**src/hdl/otp_prog_cfg.svh**
```systemverilog
// Timing and algorithm constants for the one-time-programmable byte sequencer
`ifndef OTP_PROG_CFG_SVH
`define OTP_PROG_CFG_SVH
`define CLK_PERIOD_NS 8
`define PULSE_NOM_US 100
`define PULSE_CYC ((`PULSE_NOM_US * 1000) / `CLK_PERIOD_NS)
`define SETUP_US 2
`define SETUP_CYC ((`SETUP_US * 1000 + `CLK_PERIOD_NS - 1) / `CLK_PERIOD_NS)
`define DATA_VALID_US 1
`define DATA_VALID_CYC \
   ((`DATA_VALID_US * 1000 + `CLK_PERIOD_NS - 1) / `CLK_PERIOD_NS)
`define MAX_RETRY 10
`define ADDR_W 16
`define DATA_W 8
`endif

```
**src/hdl/otp_prog_pkg.sv**
```systemverilog
// Types shared by the sequencer modules
package otp_prog_pkg;
   typedef enum logic [2:0] {
      SUP_OFF, SUP_READ, SUP_PROG
   } supply_e;
   typedef enum logic [3:0] {
      ST_IDLE, ST_RAMP, ST_PULSE, ST_RECOVER, ST_VERIFY, ST_RETRY,
      ST_LOWER, ST_READBACK, ST_ID, ST_DONE
   } phase_e;
endpackage : otp_prog_pkg

```
**src/hdl/cyc_timer_if.sv**
```systemverilog
// Handshake between the sequencer and its cycle timer
`timescale 1ns/100ps
interface cyc_timer_if;
   logic start;
   logic [31:0] count;
   logic done;
   modport ctrl (output start, output count, input done);
   modport timer (input start, input count, output done);
endinterface : cyc_timer_if

```
**src/hdl/cyc_timer.sv**
```systemverilog
// Loadable down-counter that pulses done when the count expires
`timescale 1ns/100ps
module cyc_timer (
   input wire logic clock_in,
   input wire logic rst_n_in,
   cyc_timer_if.timer tmr
);
   typedef struct packed {
      logic [31:0] cnt;
      logic run;
      logic done;
   } tstate_s;
   tstate_s s_q, s_d;
   always_comb begin
      s_d = s_q;
      s_d.done = 1'b0;
      if (tmr.start) begin
         s_d.cnt = tmr.count;
         s_d.run = 1'b1;
      end else if (s_q.run) begin
         if (s_q.cnt <= 32'h1) begin
            s_d.run = 1'b0;
            s_d.done = 1'b1;
         end else begin
            s_d.cnt = s_q.cnt - 32'h1;
         end
      end
   end
   always_ff @(posedge clock_in or negedge rst_n_in) begin
      if (!rst_n_in) begin
         s_q <= '0;
      end else begin
         s_q <= s_d;
      end
   end
   assign tmr.done = s_q.done;
endmodule : cyc_timer

```
**src/hdl/otp_prog_seq.sv**
```systemverilog
// Programmer sequencer that writes, verifies and identifies an OTP memory
// Summary of operation
// - Each write pulse holds chip enable low for 100 us, within 95 to 105.
// - Address starts at zero and supplies are raised before any pulse.
// - The first pass gives every address one pulse with no check.
// - Then each address is verified and re-pulsed up to ten times.
// - A byte still wrong after ten retries stops the run as failed.
// - A verified byte moves on to the next address until all are checked.
// - Supplies are lowered, then every byte is read and compared.
`timescale 1ns/100ps
`include "otp_prog_cfg.svh"
module otp_prog_seq import otp_prog_pkg::*; #(
   parameter int ADDR_W = `ADDR_W,
   parameter int MAX_RETRY = `MAX_RETRY,
   parameter int PULSE_CYC = `PULSE_CYC
) (
   input wire logic clock_in,
   input wire logic rst_n_in,
   input wire logic start_prog_in,
   input wire logic start_id_in,
   input wire logic [ADDR_W-1:0] last_addr_in,
   input wire logic [7:0] src_data_in,
   input wire logic [7:0] byte_output_lines_in,
   output logic [ADDR_W-1:0] src_addr_out,
   output logic [ADDR_W-1:0] dev_addr_out,
   output logic [7:0] dev_data_out,
   output logic dev_data_oe_out,
   output logic ce_n_out,
   output logic oe_n_out,
   output supply_e supply_out,
   output logic id_sense_voltage_out,
   output logic [7:0] mfr_code_out,
   output logic [7:0] dev_code_out,
   output logic busy_out,
   output logic pass_out,
   output logic fail_out
);
   localparam int SETUP_CYC = `SETUP_CYC;
   localparam int DV_CYC = `DATA_VALID_CYC;
   // Retry count is four bits wide and the address at most sixteen
   if (ADDR_W < 1 || ADDR_W > 16 || MAX_RETRY < 1 || MAX_RETRY > 15
       || PULSE_CYC < 2) begin : g_bad_params
      $error("otp_prog_seq: unsupported parameter values");
   end
   typedef struct packed {
      phase_e ph;
      logic pass2;
      logic [ADDR_W-1:0] addr;
      logic [3:0] retry;
      logic ce_n;
      logic oe_n;
      supply_e sup;
      logic id_volt;
      logic doe;
      logic [7:0] dat;
      logic [7:0] mfr;
      logic [7:0] dev;
      logic busy;
      logic pass;
      logic fail;
      logic tstart;
      logic [31:0] tcnt;
      logic id_bit;
   } seq_s;
   seq_s s_q, s_d;
   cyc_timer_if tif ();
   cyc_timer u_timer (.clock_in(clock_in), .rst_n_in(rst_n_in), .tmr(tif));
   assign tif.start = s_q.tstart;
   assign tif.count = s_q.tcnt;
   wire logic last = (s_q.addr == last_addr_in);
   always_comb begin
      s_d = s_q;
      s_d.tstart = 1'b0;
      unique case (s_q.ph)
         ST_IDLE: begin
            if (start_prog_in) begin
               s_d.addr = '0;
               s_d.sup = SUP_PROG;
               s_d.oe_n = 1'b1;
               s_d.pass2 = 1'b0;
               s_d.retry = 4'h0;
               s_d.busy = 1'b1;
               s_d.pass = 1'b0;
               s_d.fail = 1'b0;
               s_d.tstart = 1'b1;
               s_d.tcnt = 32'(SETUP_CYC);
               s_d.ph = ST_RAMP;
            end else if (start_id_in) begin
               s_d.id_volt = 1'b1;
               s_d.sup = SUP_READ;
               s_d.addr = '0;
               s_d.id_bit = 1'b0;
               s_d.ce_n = 1'b0;
               s_d.oe_n = 1'b0;
               s_d.busy = 1'b1;
               s_d.tstart = 1'b1;
               s_d.tcnt = 32'(SETUP_CYC);
               s_d.ph = ST_ID;
            end
         end
         ST_RAMP: begin
            s_d.dat = src_data_in;
            s_d.doe = 1'b1;
            if (tif.done) begin
               s_d.ce_n = 1'b0;
               s_d.tstart = 1'b1;
               s_d.tcnt = 32'(PULSE_CYC);
               s_d.ph = ST_PULSE;
            end
         end
         ST_PULSE: begin
            if (tif.done) begin
               s_d.ce_n = 1'b1;
               s_d.tstart = 1'b1;
               s_d.tcnt = 32'(SETUP_CYC);
               s_d.ph = ST_RECOVER;
            end
         end
         ST_RECOVER: begin
            if (tif.done) begin
               if (!s_q.pass2 && !last) begin
                  s_d.addr = s_q.addr + 1'b1;
                  s_d.tstart = 1'b1;
                  s_d.tcnt = 32'(SETUP_CYC);
                  s_d.ph = ST_RAMP;
               end else begin
                  if (!s_q.pass2) begin
                     s_d.addr = '0;
                     s_d.retry = 4'h0;
                  end
                  s_d.pass2 = 1'b1;
                  s_d.doe = 1'b0;
                  s_d.ce_n = 1'b0;
                  s_d.oe_n = 1'b0;
                  s_d.tstart = 1'b1;
                  s_d.tcnt = 32'(SETUP_CYC + DV_CYC);
                  s_d.ph = ST_VERIFY;
               end
            end
         end
         ST_VERIFY: begin
            if (tif.done) begin
               s_d.ce_n = 1'b1;
               s_d.oe_n = 1'b1;
               if (byte_output_lines_in == src_data_in) begin
                  if (last) begin
                     s_d.sup = SUP_READ;
                     s_d.addr = '0;
                     s_d.tstart = 1'b1;
                     s_d.tcnt = 32'(SETUP_CYC);
                     s_d.ph = ST_LOWER;
                  end else begin
                     s_d.addr = s_q.addr + 1'b1;
                     s_d.retry = 4'h0;
                     s_d.tstart = 1'b1;
                     s_d.tcnt = 32'(SETUP_CYC);
                     s_d.ph = ST_RETRY;
                  end
               end else if (s_q.retry == 4'(MAX_RETRY)) begin
                  s_d.fail = 1'b1;
                  s_d.ph = ST_DONE;
               end else begin
                  s_d.retry = s_q.retry + 4'h1;
                  s_d.tstart = 1'b1;
                  s_d.tcnt = 32'(SETUP_CYC);
                  s_d.ph = ST_RAMP;
               end
            end
         end
         ST_RETRY: begin
            if (tif.done) begin
               s_d.ce_n = 1'b0;
               s_d.oe_n = 1'b0;
               s_d.tstart = 1'b1;
               s_d.tcnt = 32'(SETUP_CYC + DV_CYC);
               s_d.ph = ST_VERIFY;
            end
         end
         ST_LOWER: begin
            s_d.ce_n = 1'b0;
            s_d.oe_n = 1'b0;
            if (tif.done) begin
               s_d.tstart = 1'b1;
               s_d.tcnt = 32'(DV_CYC);
               s_d.ph = ST_READBACK;
            end
         end
         ST_READBACK: begin
            if (tif.done) begin
               if (byte_output_lines_in != src_data_in) begin
                  s_d.fail = 1'b1;
                  s_d.ph = ST_DONE;
               end else if (last) begin
                  s_d.pass = 1'b1;
                  s_d.ph = ST_DONE;
               end else begin
                  s_d.addr = s_q.addr + 1'b1;
                  s_d.tstart = 1'b1;
                  s_d.tcnt = 32'(DV_CYC);
               end
            end
         end
         ST_ID: begin
            if (tif.done) begin
               if (!s_q.id_bit) begin
                  s_d.mfr = byte_output_lines_in;
                  s_d.id_bit = 1'b1;
                  s_d.addr = ADDR_W'(1);
                  s_d.tstart = 1'b1;
                  s_d.tcnt = 32'(SETUP_CYC);
               end else begin
                  s_d.dev = byte_output_lines_in;
                  s_d.id_volt = 1'b0;
                  s_d.ph = ST_DONE;
               end
            end
         end
         ST_DONE: begin
            s_d.ce_n = 1'b1;
            s_d.oe_n = 1'b1;
            s_d.doe = 1'b0;
            s_d.sup = SUP_OFF;
            s_d.busy = 1'b0;
            s_d.ph = ST_IDLE;
         end
      endcase
   end
   always_ff @(posedge clock_in or negedge rst_n_in) begin
      if (!rst_n_in) begin
         s_q <= '{ph: ST_IDLE, ce_n: 1'b1, oe_n: 1'b1, sup: SUP_OFF,
                  default: '0};
      end else begin
         s_q <= s_d;
      end
   end
   assign src_addr_out = s_q.addr;
   assign dev_addr_out = s_q.addr;
   assign dev_data_out = s_q.dat;
   assign dev_data_oe_out = s_q.doe;
   assign ce_n_out = s_q.ce_n;
   assign oe_n_out = s_q.oe_n;
   assign supply_out = s_q.sup;
   assign id_sense_voltage_out = s_q.id_volt;
   assign mfr_code_out = s_q.mfr;
   assign dev_code_out = s_q.dev;
   assign busy_out = s_q.busy;
   assign pass_out = s_q.pass;
   assign fail_out = s_q.fail;

   // Pulse length counted on the chip enable output itself
   logic [31:0] low_cnt;
   always_ff @(posedge clock_in or negedge rst_n_in) begin
      if (!rst_n_in) begin
         low_cnt <= '0;
      end else if (ce_n_out || !oe_n_out) begin
         low_cnt <= '0;
      end else begin
         low_cnt <= low_cnt + 32'h1;
      end
   end
endmodule : otp_prog_seq

```
**config.mk**
```make
export PLATFORM = sky130hd
export DESIGN_NAME = otp_prog_seq
export DESIGN_NICKNAME = d
export VERILOG_FILES = /design/src/hdl/otp_prog_pkg.sv /design/src/hdl/cyc_timer_if.sv /design/src/hdl/cyc_timer.sv /design/src/hdl/otp_prog_seq.sv
export VERILOG_INCLUDE_DIRS = /design/src /design/src/hdl
export SDC_FILE = /design/constraint.sdc
export NUM_CORES = 1
export LEC_CHECK = 0
export ABC_AREA = 1
export BUFFER_PORTS_ARGS = -buffer_cell sky130_fd_sc_hd__clkbuf_2
export CORE_MARGIN = 8
export CORE_UTILIZATION = 30
export CTS_CLUSTER_SIZE = 8
export DETAILED_ROUTE_END_ITERATION = 6
export RECOVER_POWER = 50
export SETUP_SLACK_MARGIN = 0.02
export SLEW_MARGIN = 20
export SYNTH_ARGS = -nofsm -noshare
export SYNTH_HDL_FRONTEND = slang
export SYNTH_SLANG_ARGS = --single-unit
```
**constraint.sdc**
```tcl
create_clock -name clock_in -period 2.5 [get_ports clock_in]
set_clock_uncertainty 0.2 [all_clocks]
set_input_delay 0.5 -clock clock_in [delete_from_list [all_inputs] [get_ports clock_in]]
set_output_delay 0.5 -clock clock_in [all_outputs]
set_load 0.005 [all_outputs]
```
==> impl_metrics.csv, run 1 <==
group,metric,value,unit
power,swShare,23.42,%
setup_path,cp_num_buf_inv,2,
power,power_switching,0.0007661,W
setup_path,worstPathMaxFanout,16,
yosys,synth_edf_count,0,
layout,areaGrowthSynthToFinish,13.56,%
clock_tree,cts_buffers,9,
timing,setup_viol,0,
clock_tree,cts_htree_levels,3,
floorplanning,fp.dieH,168.7,um
yosys,synth_top_cell_area_share,36.13,%
outcome,status,"finished clean",
route,viasPerCell,4.583,
route,num_vias,6513,
power,leakagePower,4.431,nW
yosys,avgSynthCellArea,6.792,sq um
global_routing,grt_max_degree,32,
yosys,synth_ff_type,"dfrtp_1",
place,hpwl,14870,um
clock_tree,clk_pin_slew,0.08,ns
timing,maxSlewViolCount,0,
worst_hold_path,hold_depth,3,
timing,post-route-period-util,90.32,%
floorplanning,core,23190,sq um
floorplanning,initial_utilization,30.16,%
power,clock_power_share,45.1,%
timing,hold_viol,0,
floorplanning,dieWidth,168.7,um
route,postRouteAntennaNets,0,
timing,max_freq,442.9,MHz
clock_tree,cts.sinks,103,
timing,whs,0.1775,ns
power,power.density,411.8,nW/um^2
timing,rsz0062_at_grt,"false",
setup_path,crit_path_start_kind,"flip-flop",
route,route.detailed.drc,0,
yosys,synth_area,6995,sq um
setup_path,arrival,2.31,ns
yosys,synth_cell_types,36,
yosys,synthArstFlopShare,100.0,%
place,place_ws,0.1735,ns
worst_hold_path,worstHoldStart,"src_data_in[0]",
place,portBuffers,100,
setup_path,max_stage_delay,0.47,ns
clock_tree,clk_latency,0.36,ns
global_routing,grt_overflow_total,0,
yosys,ys_ff_latch,103,
timing,max_slew_margin,50.53,%
floorplanning,dieArea,28460,sq um
clock_tree,cts_tree,"built",
setup_path,cp_slowest_cell,"dfrtp_1",
layout,layout-drive-gt1-share,15.25,%
yosys,synth.most_common_cell,"nand2_1",
yosys,yosysTopAreaCell,"dfrtp_1",
timing,tns,0,ns
job,maxCapViolCount,0,
setup_path,end_kind,"flip-flop",
setup_path,crit_chain,"nand2_2 > inv_1 > nand2_2 > nand2_2 > nand2_2 > nand3_1 > nor2_2 > nand3_2 > nor2_4 > inv_4 > nand2_1 > nand2_1",
worst_hold_path,hp-class,"in2reg",
layout,final_nets,1138,
layout,antenna_cells,0,
power,combPwrFrac,3.9,%
global_routing,antenna_found_initial,0,
route,wire_per_inst,13.42,um
global_routing,track_usage,13.57,%
floorplanning,ioPinCount,102,
setup_path,regToRegEndpoint,"dev_addr_out[8]",
yosys,syn_inst,1030,
power,p_seq_share,51.0,%
yosys,synth_area_leaders,"dfrtp_1 (36%), nand2_1 (17%), buf_4 (6.5%), nor2_1 (6.3%), nand3_1 (6.1%)",
yosys,synth_commonest_cells,"nand2_1 (314), nor2_1 (118), inv_1 (103)",
timing,setup_slack,0.2420,ns
timing,worst_slew_pin_slew,0.7421,ns
setup_path,reg2reg_depth,12,
setup_path,path_class,"reg2reg",
setup_path,cp.required,2.55,ns
route,first_pass_iters,5,
setup_path,cpMostUsedCell,"nand2_2",
worst_hold_path,hold_end,"dev_data_out[0]",
route,wl,19070,um
yosys,ys_seq_area_share,36.88,%
setup_path,path_delay_family,"simple AND/OR/NAND/NOR gates",
global_routing,grt_pass1_vias,6274,
timing,period_needed,2.258,ns
yosys,syn_nets,1071,
clock_tree,root_buffer,"clkbuf_16",
setup_path,ff2ff_setup_slack,0.24,ns
power,internal_power,0.002505,W
global_routing,grt_pass1_wl,31690,um
place,place.gp.congestion,0.9285,
setup_path,rr_startpoint,"s_q[89]",
power,vdd_drop_max,243.3,uV
route,drtIter0Drc,401,
floorplanning,placementRows,56,
yosys,yosysWarningCount,0,
clock_tree,clk_path_buf_depth,2,
## final cells by class
class	count	area (sq um)
clock inverter	7	78.83
fill	2549	15250
sequential	103	2580
tap	319	399.1
inverter	108	410.4
timing repair buffer	139	800.8
clock buffer	9	225.2
multi-input combinational	736	3450
## sequential cells by signal (all words and copies together) (netlist names), 2 cells and up
register	count
s_q	10
mfr_code_out	8
u_timer.s_q	33
dev_addr_out	16
tif.count	9
dev_data_out	8
supply_out	2
dev_code_out	8
## routing by layer
layer	vias to the layer above	GRT usage, %	wire, um
met1	2964	17.07	8670
met2	152	22.58	9097
li1	3360	-	-
met5	-	0	0
met3	37	2.190	680
met4	0	6.056	619
## power groups by stage
stage / Clock [W] / Sequential (W) / Combinational [W]
after global placement: 0 / 0.00170 / 0.000133
after CTS: 0.00152 / 0.00167 / 0.000135
after floorplan: 0 / 0.00170 / 0.0000431
after global routing: 0.00158 / 0.00167 / 0.000147
after detailed placement: 0 / 0.00170 / 0.000134
final: 0.00148 / 0.00167 / 0.000127
## timing repair
item | CTS | global route
gates resized for setup | 0 | 3
buffers inserted | 0 | 0
hold endpoints to repair | 25 | 0
setup endpoints to repair | 0 | 20
hold buffers | 1 | 0
## per-stage QoR
stage                     util [%]  total power, W  cell area [sq um]  instances
after floorplan                  -        0.001745               6995       1030
after global placement       33.08        0.001835               7672       1404
after detailed placement     33.08        0.001835               7672       1404
after CTS                    34.44        0.003326               7986       1421
after global routing         34.25        0.003399               7944       1421
final                        34.25        0.003271               7944       1421
## layout by cell type (no fill, tap or decap), types with 2 or more instances in the layout
cell type,Yosys,routed
a21o_1,2,2
a21oi_1,25,25
a31oi_1,5,5
buf_12,0,3
buf_4,61,32
clkbuf_1,10,20
clkbuf_16,0,9
clkbuf_2,0,83
clkinv_2,0,2
dfrtp_1,101,101
dfstp_2,2,2
ha_1,5,5
inv_1,103,103
inv_2,3,2
inv_4,1,2
inv_8,0,2
nand2_1,314,313
nand2_2,10,11
nand3_1,85,85
nand3_2,4,4
nand4_1,29,29
nor2_1,118,118
nor2_2,6,6
nor2_4,2,2
nor3_1,18,18
o21ai_0,55,55
o21ai_1,4,4
o21bai_1,2,2
o22ai_1,8,8
or2_2,4,4
xnor2_1,10,10
xor2_1,25,25
## worst max-delay path by stage
stage,startpoint,to,slack [ns],depth (start not counted)
after floorplan,u_timer.s_q[2],u_timer.s_q[5],0.52,12
after global placement,src_data_in[5],dev_addr_out[10],0.20,11
after detailed placement,src_data_in[1],dev_addr_out[8],0.17,11
after CTS,u_timer.s_q[2],u_timer.s_q[4],0.18,11
after global routing,u_timer.s_q[2],u_timer.s_q[23],0.04,12
final,s_q[89],dev_addr_out[8],0.24,12
## cell families (layout without fill, tap and decap cells)
family	Yosys count	in the layout	synth area share [%]
other cells	1	1	0.05361
compound gates	103	103	7.852
flops	103	103	36.88
fa+ha+maj	5	5	0.8943
buf+inv	191	263	13.84
xor+xnor	35	35	4.382
simple gates	592	592	36.09
## worst register-to-register path, cell delays in order (launching register included)
cell     delay (ns)
dfrtp_1        0.47
nand2_2        0.14
inv_1          0.08
nand2_2        0.13
nand2_2        0.13
nand2_2        0.11
nand3_1        0.08
nor2_2         0.12
nand3_2        0.10
nor2_4         0.28
inv_4          0.16
nand2_1        0.09
nand2_1        0.05
No activity file was read; power rests on OpenSTA's default activity.
==> inputs of run 2 (changes only) <==
--- a/config.mk
+++ b/config.mk
@@ -8,10 +8,10 @@
 export LEC_CHECK = 0
 export ABC_AREA = 1
 export BUFFER_PORTS_ARGS = -buffer_cell sky130_fd_sc_hd__clkbuf_2
-export CORE_MARGIN = 8
 export CORE_UTILIZATION = 30
 export CTS_CLUSTER_SIZE = 8
 export DETAILED_ROUTE_END_ITERATION = 6
+export PLACE_DENSITY = 0.59
 export RECOVER_POWER = 50
 export SETUP_SLACK_MARGIN = 0.02
 export SLEW_MARGIN = 20
==> impl_metrics.csv, run 2 (same netlist as run 1, synthesis figures left out) <==
group,metric,value,unit
clock_tree,clk_pin_slew,0.07,ns
setup_path,crit_path_start_kind,"flip-flop",
global_routing,track_usage,16.33,%
route,num_vias,6541,
setup_path,arrival,2.28,ns
floorplanning,dieWidth,154.7,um
clock_tree,cts_tree,"built",
clock_tree,cts_setup_buffers,0,
setup_path,ff2ff_setup_slack,0.27,ns
place,place.gp.congestion,0.9667,
setup_path,worstPathMaxFanout,9,
timing,max_freq,447.5,MHz
layout,layout_common_cells,"nand2_1 (314), nor2_1 (118), inv_1 (103), dfrtp_1 (101), nand3_1 (85)",
layout,fin_area,7903,sq um
floorplanning,placementRows,55,
timing,worst_slew_pin_slew,0.8129,ns
place,place_ws,0.2281,ns
clock_tree,cts_htree_levels,3,
timing,max_slew_margin,45.80,%
layout,fin_util,34.69,%
global_routing,antenna_found_initial,0,
timing,setup_slack,0.2654,ns
route,first_pass_iters,5,
place,hpwl,14360,um
route,viasPerCell,4.616,
clock_tree,cts.sinks,103,
layout,fillers,2473,
floorplanning,core,22780,sq um
timing,rsz0062_at_grt,"false",
power,leakagePower,4.420,nW
timing,period_needed,2.235,ns
setup_path,path_class,"reg2reg",
route,route.detailed.drc,0,
outcome,status,"finished clean",
setup_path,end_kind,"flip-flop",
layout,areaGrowthSynthToFinish,12.97,%
route,postRouteAntennaNets,0,
job,maxCapViolCount,0,
global_routing,grt_pass1_wl,31170,um
layout,largest_reg_flops,33,
timing,tns,0,ns
global_routing,grt_pass1_vias,6018,
power,vdd_drop_max,310.4,uV
route,wl,18860,um
floorplanning,fp.dieH,154.7,um
route,wire_per_inst,13.31,um
floorplanning,ioPinCount,102,
power,power.density,403.9,nW/um^2
floorplanning,initial_utilization,30.71,%
global_routing,grt_max_degree,58,
floorplanning,dieArea,23930,sq um
clock_tree,clk_latency,0.36,ns
layout,final_common_cell,"nand2_1",
timing,post-route-period-util,89.38,%
clock_tree,clk_path_buf_depth,2,
route,drtIter0Drc,500,
layout,final_nets,1140,
place,portBuffers,100,
worst_hold_path,hp-class,"in2reg",
clock_tree,cts_buffers,9,
place,place_area,7642,sq um
clock_tree,root_buffer,"clkbuf_16",
place,dpl.cell_count,1400,
timing,setup_viol,0,
layout,layout-drive-gt1-share,15.31,%
layout,layout.cells.non_filler,1417,
setup_path,cp.required,2.54,ns
global_routing,grt_overflow_total,0,
layout,top_register,"u_timer.s_q",
timing,maxSlewViolCount,0,
timing,hold_viol,0,
layout,antenna_cells,0,
## run 2: power by group
group	switching, W	internal [W]	leakage [nW]	total, W
registers	0.00000184	0.00167	1.24	0.00167
logic	0.0000804	0.0000444	3.04	0.000125
clock network	0.000658	0.000740	0.137	0.00140
total	0.000740	0.00245	4.42	0.00319
## run 2: layout make-up
cell class | instances | area, sq um | share of cell area, %
clock buffer | 13 | 260.3 | 3.293
clock inverter | 3 | 25.02 | 0.3167
timing repair buffer | 141 | 788.3 | 9.975
multi-input combinational | 736 | 3447 | 43.62
sequential | 103 | 2580 | 32.65
inverter | 108 | 410.4 | 5.193
tap | 313 | 391.6 | 4.956
## run 2: per-stage QoR
stage	total power (W)	hold WS [ns]
floorplan	0.001745	0.004409
global placement	0.001832	0.2120
detailed placement	0.001832	0.2082
CTS	0.003253	0.1716
global route	0.003326	0.1884
finish	0.003192	0.1794
## run 2: timing repair
| action | CTS | global route |
|---|---|---|
| hold endpoints to repair | 20 | 0 |
| endpoints found under the setup margin | 0 | 1 |
| hold buffers | 1 | 0 |
| gates resized for setup | 0 | 2 |
## run 2: layer usage
metal	wire length, um	GRT usage (%)
met5	0	0
met3	716	2.690
met2	8748	26.18
met4	362	5.752
met1	9031	22.16
## run 2: final timing paths
| path | start | endpoint | cells past startpoint |
|---|---|---|---|
| worst max-delay path | u_timer.s_q[2] | u_timer.s_q[19] | 12 |
| worst min-delay path | src_data_in[1] | dev_data_out[1] | 3 |
| worst max register to register | u_timer.s_q[2] | u_timer.s_q[19] | 12 |
| worst min register to register | dev_data_out[1] | dev_data_out[1] | 2 |
| max in group asynchronous | rst_n_in | u_timer.s_q[27] | 3 |
| min in group asynchronous | rst_n_in | dev_code_out[0] | 2 |
## run 2: worst max-delay path: stages, from the launching register on
cell     delay, ns
dfrtp_1       0.44
inv_1         0.10
ha_1          0.19
inv_1         0.08
nor2_2        0.14
nand2_1       0.10
nand2_1       0.10
nand4_1       0.14
nand2_1       0.19
buf_4         0.19
nor2_1        0.05
o22ai_1       0.13
inv_1         0.05
==> inputs of run 3 (changes only) <==
--- a/config.mk
+++ b/config.mk
@@ -11,7 +11,7 @@
 export CORE_UTILIZATION = 30
 export CTS_CLUSTER_SIZE = 8
 export DETAILED_ROUTE_END_ITERATION = 6
-export PLACE_DENSITY = 0.59
+export PLACE_DENSITY = 0.46
 export RECOVER_POWER = 50
 export SETUP_SLACK_MARGIN = 0.02
 export SLEW_MARGIN = 20
==> constraint.sdc (replaced) <==
create_clock -name clock_in -period 2.8 [get_ports clock_in]
set_clock_uncertainty 0.2 [all_clocks]
set_input_delay 0.56 -clock clock_in [delete_from_list [all_inputs] [get_ports clock_in]]
set_output_delay 0.56 -clock clock_in [all_outputs]
set_load 0.005 [all_outputs]
==> impl_metrics.csv, run 3 (same netlist as run 1, synthesis figures left out) <==
group,metric,value,unit
setup_path,arrival,2.36,ns
layout,regArea,2580,sq um
setup_path,reg2reg_depth,9,
layout,antenna_cells,0,
timing,max_freq,432.1,MHz
layout,areaGrowthSynthToFinish,12.14,%
timing,hold_viol,0,
route,num_vias,6449,
clock_tree,clk_latency,0.36,ns
outcome,status,"finished clean",
layout,multi_input_area,3447,sq um
setup_path,crit_path_start_kind,"flip-flop",
setup_path,path_class,"reg2reg",
layout,layout_common_cells,"nand2_1 (314), nor2_1 (118), inv_1 (103), dfrtp_1 (101), clkbuf_2 (87)",
setup_path,regToRegEndpoint,"tif.count[2]",
setup_path,end_kind,"flip-flop",
global_routing,grt_overflow_total,0,
worst_hold_path,hold_depth,3,
setup_path,rr_startpoint,"s_q[92]",
layout,final_common_cell,"nand2_1",
floorplanning,dieWidth,154.7,um
global_routing,antenna_found_initial,0,
power,vdd_drop_max,276.1,uV
global_routing,grt_pass1_wl,31890,um
floorplanning,dieArea,23930,sq um
clock_tree,ctsResizeCount,0,
setup_path,worstPathMaxFanout,13,
floorplanning,ioPinCount,102,
layout,layout.cells.non_filler,1404,
global_routing,grt_pass1_vias,5990,
timing,maxSlewViolCount,0,
global_routing,grt_max_degree,39,
clock_tree,cts_buffers,9,
timing,post-route-period-util,82.66,%
clock_tree,clk_pin_slew,0.08,ns
floorplanning,initial_utilization,30.71,%
setup_path,cp_num_buf_inv,3,
clock_tree,cts_htree_levels,3,
place,place.gp.congestion,0.9017,
timing,setup_viol,0,
clock_tree,cts_tree,"built",
setup_path,cp.required,2.85,ns
place,dpl.cell_count,1388,
setup_path,cpMostUsedCell,"nand2_1",
worst_hold_path,hp-class,"in2reg",
global_routing,track_usage,16.81,%
worst_hold_path,worstHoldStart,"src_data_in[6]",
clock_tree,clk_path_buf_depth,2,
timing,tns,0,ns
route,viasPerCell,4.593,
power,power.density,372.1,nW/um^2
floorplanning,placementRows,55,
layout,largest_reg_flops,33,
layout,top_register,"u_timer.s_q",
route,postRouteAntennaNets,0,
setup_path,cp_slowest_cell,"dfrtp_1",
layout,layout-drive-gt1-share,14.76,%
setup_path,path_delay_family,"buffers and inverters",
timing,worst_slew_pin_slew,0.8772,ns
timing,max_slew_margin,41.52,%
clock_tree,cts.sinks,103,
route,route.detailed.drc,0,
route,first_pass_iters,5,
setup_path,max_stage_delay,0.46,ns
setup_path,ff2ff_setup_slack,0.49,ns
timing,period_needed,2.314,ns
timing,rsz0062_at_grt,"false",
layout,final_nets,1128,
power,leakagePower,4.387,nW
place,hpwl,14700,um
floorplanning,fp.dieH,154.7,um
setup_path,crit_chain,"nor2_1 > clkbuf_1 > nand2_1 > clkbuf_1 > inv_1 > nand2_1 > nand2_1 > nor2_1 > nand2_1",
worst_hold_path,hold_end,"dev_data_out[6]",
route,drtIter0Drc,459,
floorplanning,core,22780,sq um
clock_tree,root_buffer,"clkbuf_16",
layout,fillers,2497,
route,wire_per_inst,13.86,um
place,portBuffers,100,
job,maxCapViolCount,0,
route,wl,19460,um
==> run 3: how the worst max path moves through the flow <==
stage                        start              end  slack [ns]  depth (start not counted)
finish                     s_q[92]     tif.count[2]        0.49                          9
global route               s_q[92]     tif.count[2]        0.27                          9
CTS                        s_q[89]  dev_addr_out[1]        0.50                         12
detailed placement  src_data_in[0]  dev_addr_out[8]        0.41                         11
global placement    src_data_in[4]  dev_addr_out[8]        0.43                         11
floorplan           src_data_in[1]  dev_addr_out[0]        0.82                         11
==> run 3: power by group <==
group	internal (W)	switching, W	total, W
combinational	0.0000435	0.0000726	0.000116
clock	0.000716	0.000597	0.00131
sequential	0.00149	0.00000139	0.00149
==> run 3: metal layers <==
| layer | GRT usage [%] | part of all wire [%] |
|---|---|---|
| met3 | 2.270 | 3.1 |
| met5 | 0 | 0 |
| met2 | 27.82 | 48 |
| met1 | 22.58 | 48 |
| met4 | 5.469 | 1.3 |
==> run 3: stage by stage <==
step | worst slack [ns] | area (sq um) | total power (W) | hold slack, ns | util, %
after CTS | 0.5047 | 7871 | 0.002981 | 0.2292 | 34.56
after floorplan | 0.8152 | 6995 | 0.001558 | 0.06441 | -
after global placement | 0.4268 | 7565 | 0.001639 | 0.2648 | 33.21
after detailed placement | 0.4073 | 7565 | 0.001639 | 0.2687 | 33.21
final | 0.4856 | 7845 | 0.002919 | 0.2406 | 34.44
after global routing | 0.2696 | 7845 | 0.003042 | 0.2431 | 34.44
==> run 3: timing repair <==
| action | CTS | global route |
|---|---|---|
| hold buffers | 1 | 0 |
| setup endpoints to repair | 0 | 0 |
| hold endpoints to repair | 30 | 0 |
| setup buffers | 0 | 0 |
==> run 3: cell type report <==
| cell class | count | area share (%) |
|---|---|---|
| sequential | 103 | 32.89 |
| clock inverter | 5 | 0.7337 |
| tap | 313 | 4.992 |
| timing repair buffer | 129 | 9.203 |
| clock buffer | 10 | 3.046 |
| multi-input combinational | 736 | 43.94 |
| inverter | 108 | 5.199 |
==> run 3: tightest hold or removal path: cells and delay by family <==
| family | cells | cell delay, ns |
|---|---|---|
| buf+inv | 1 | 0.09 |
| simple gates | 2 | 0.10 |
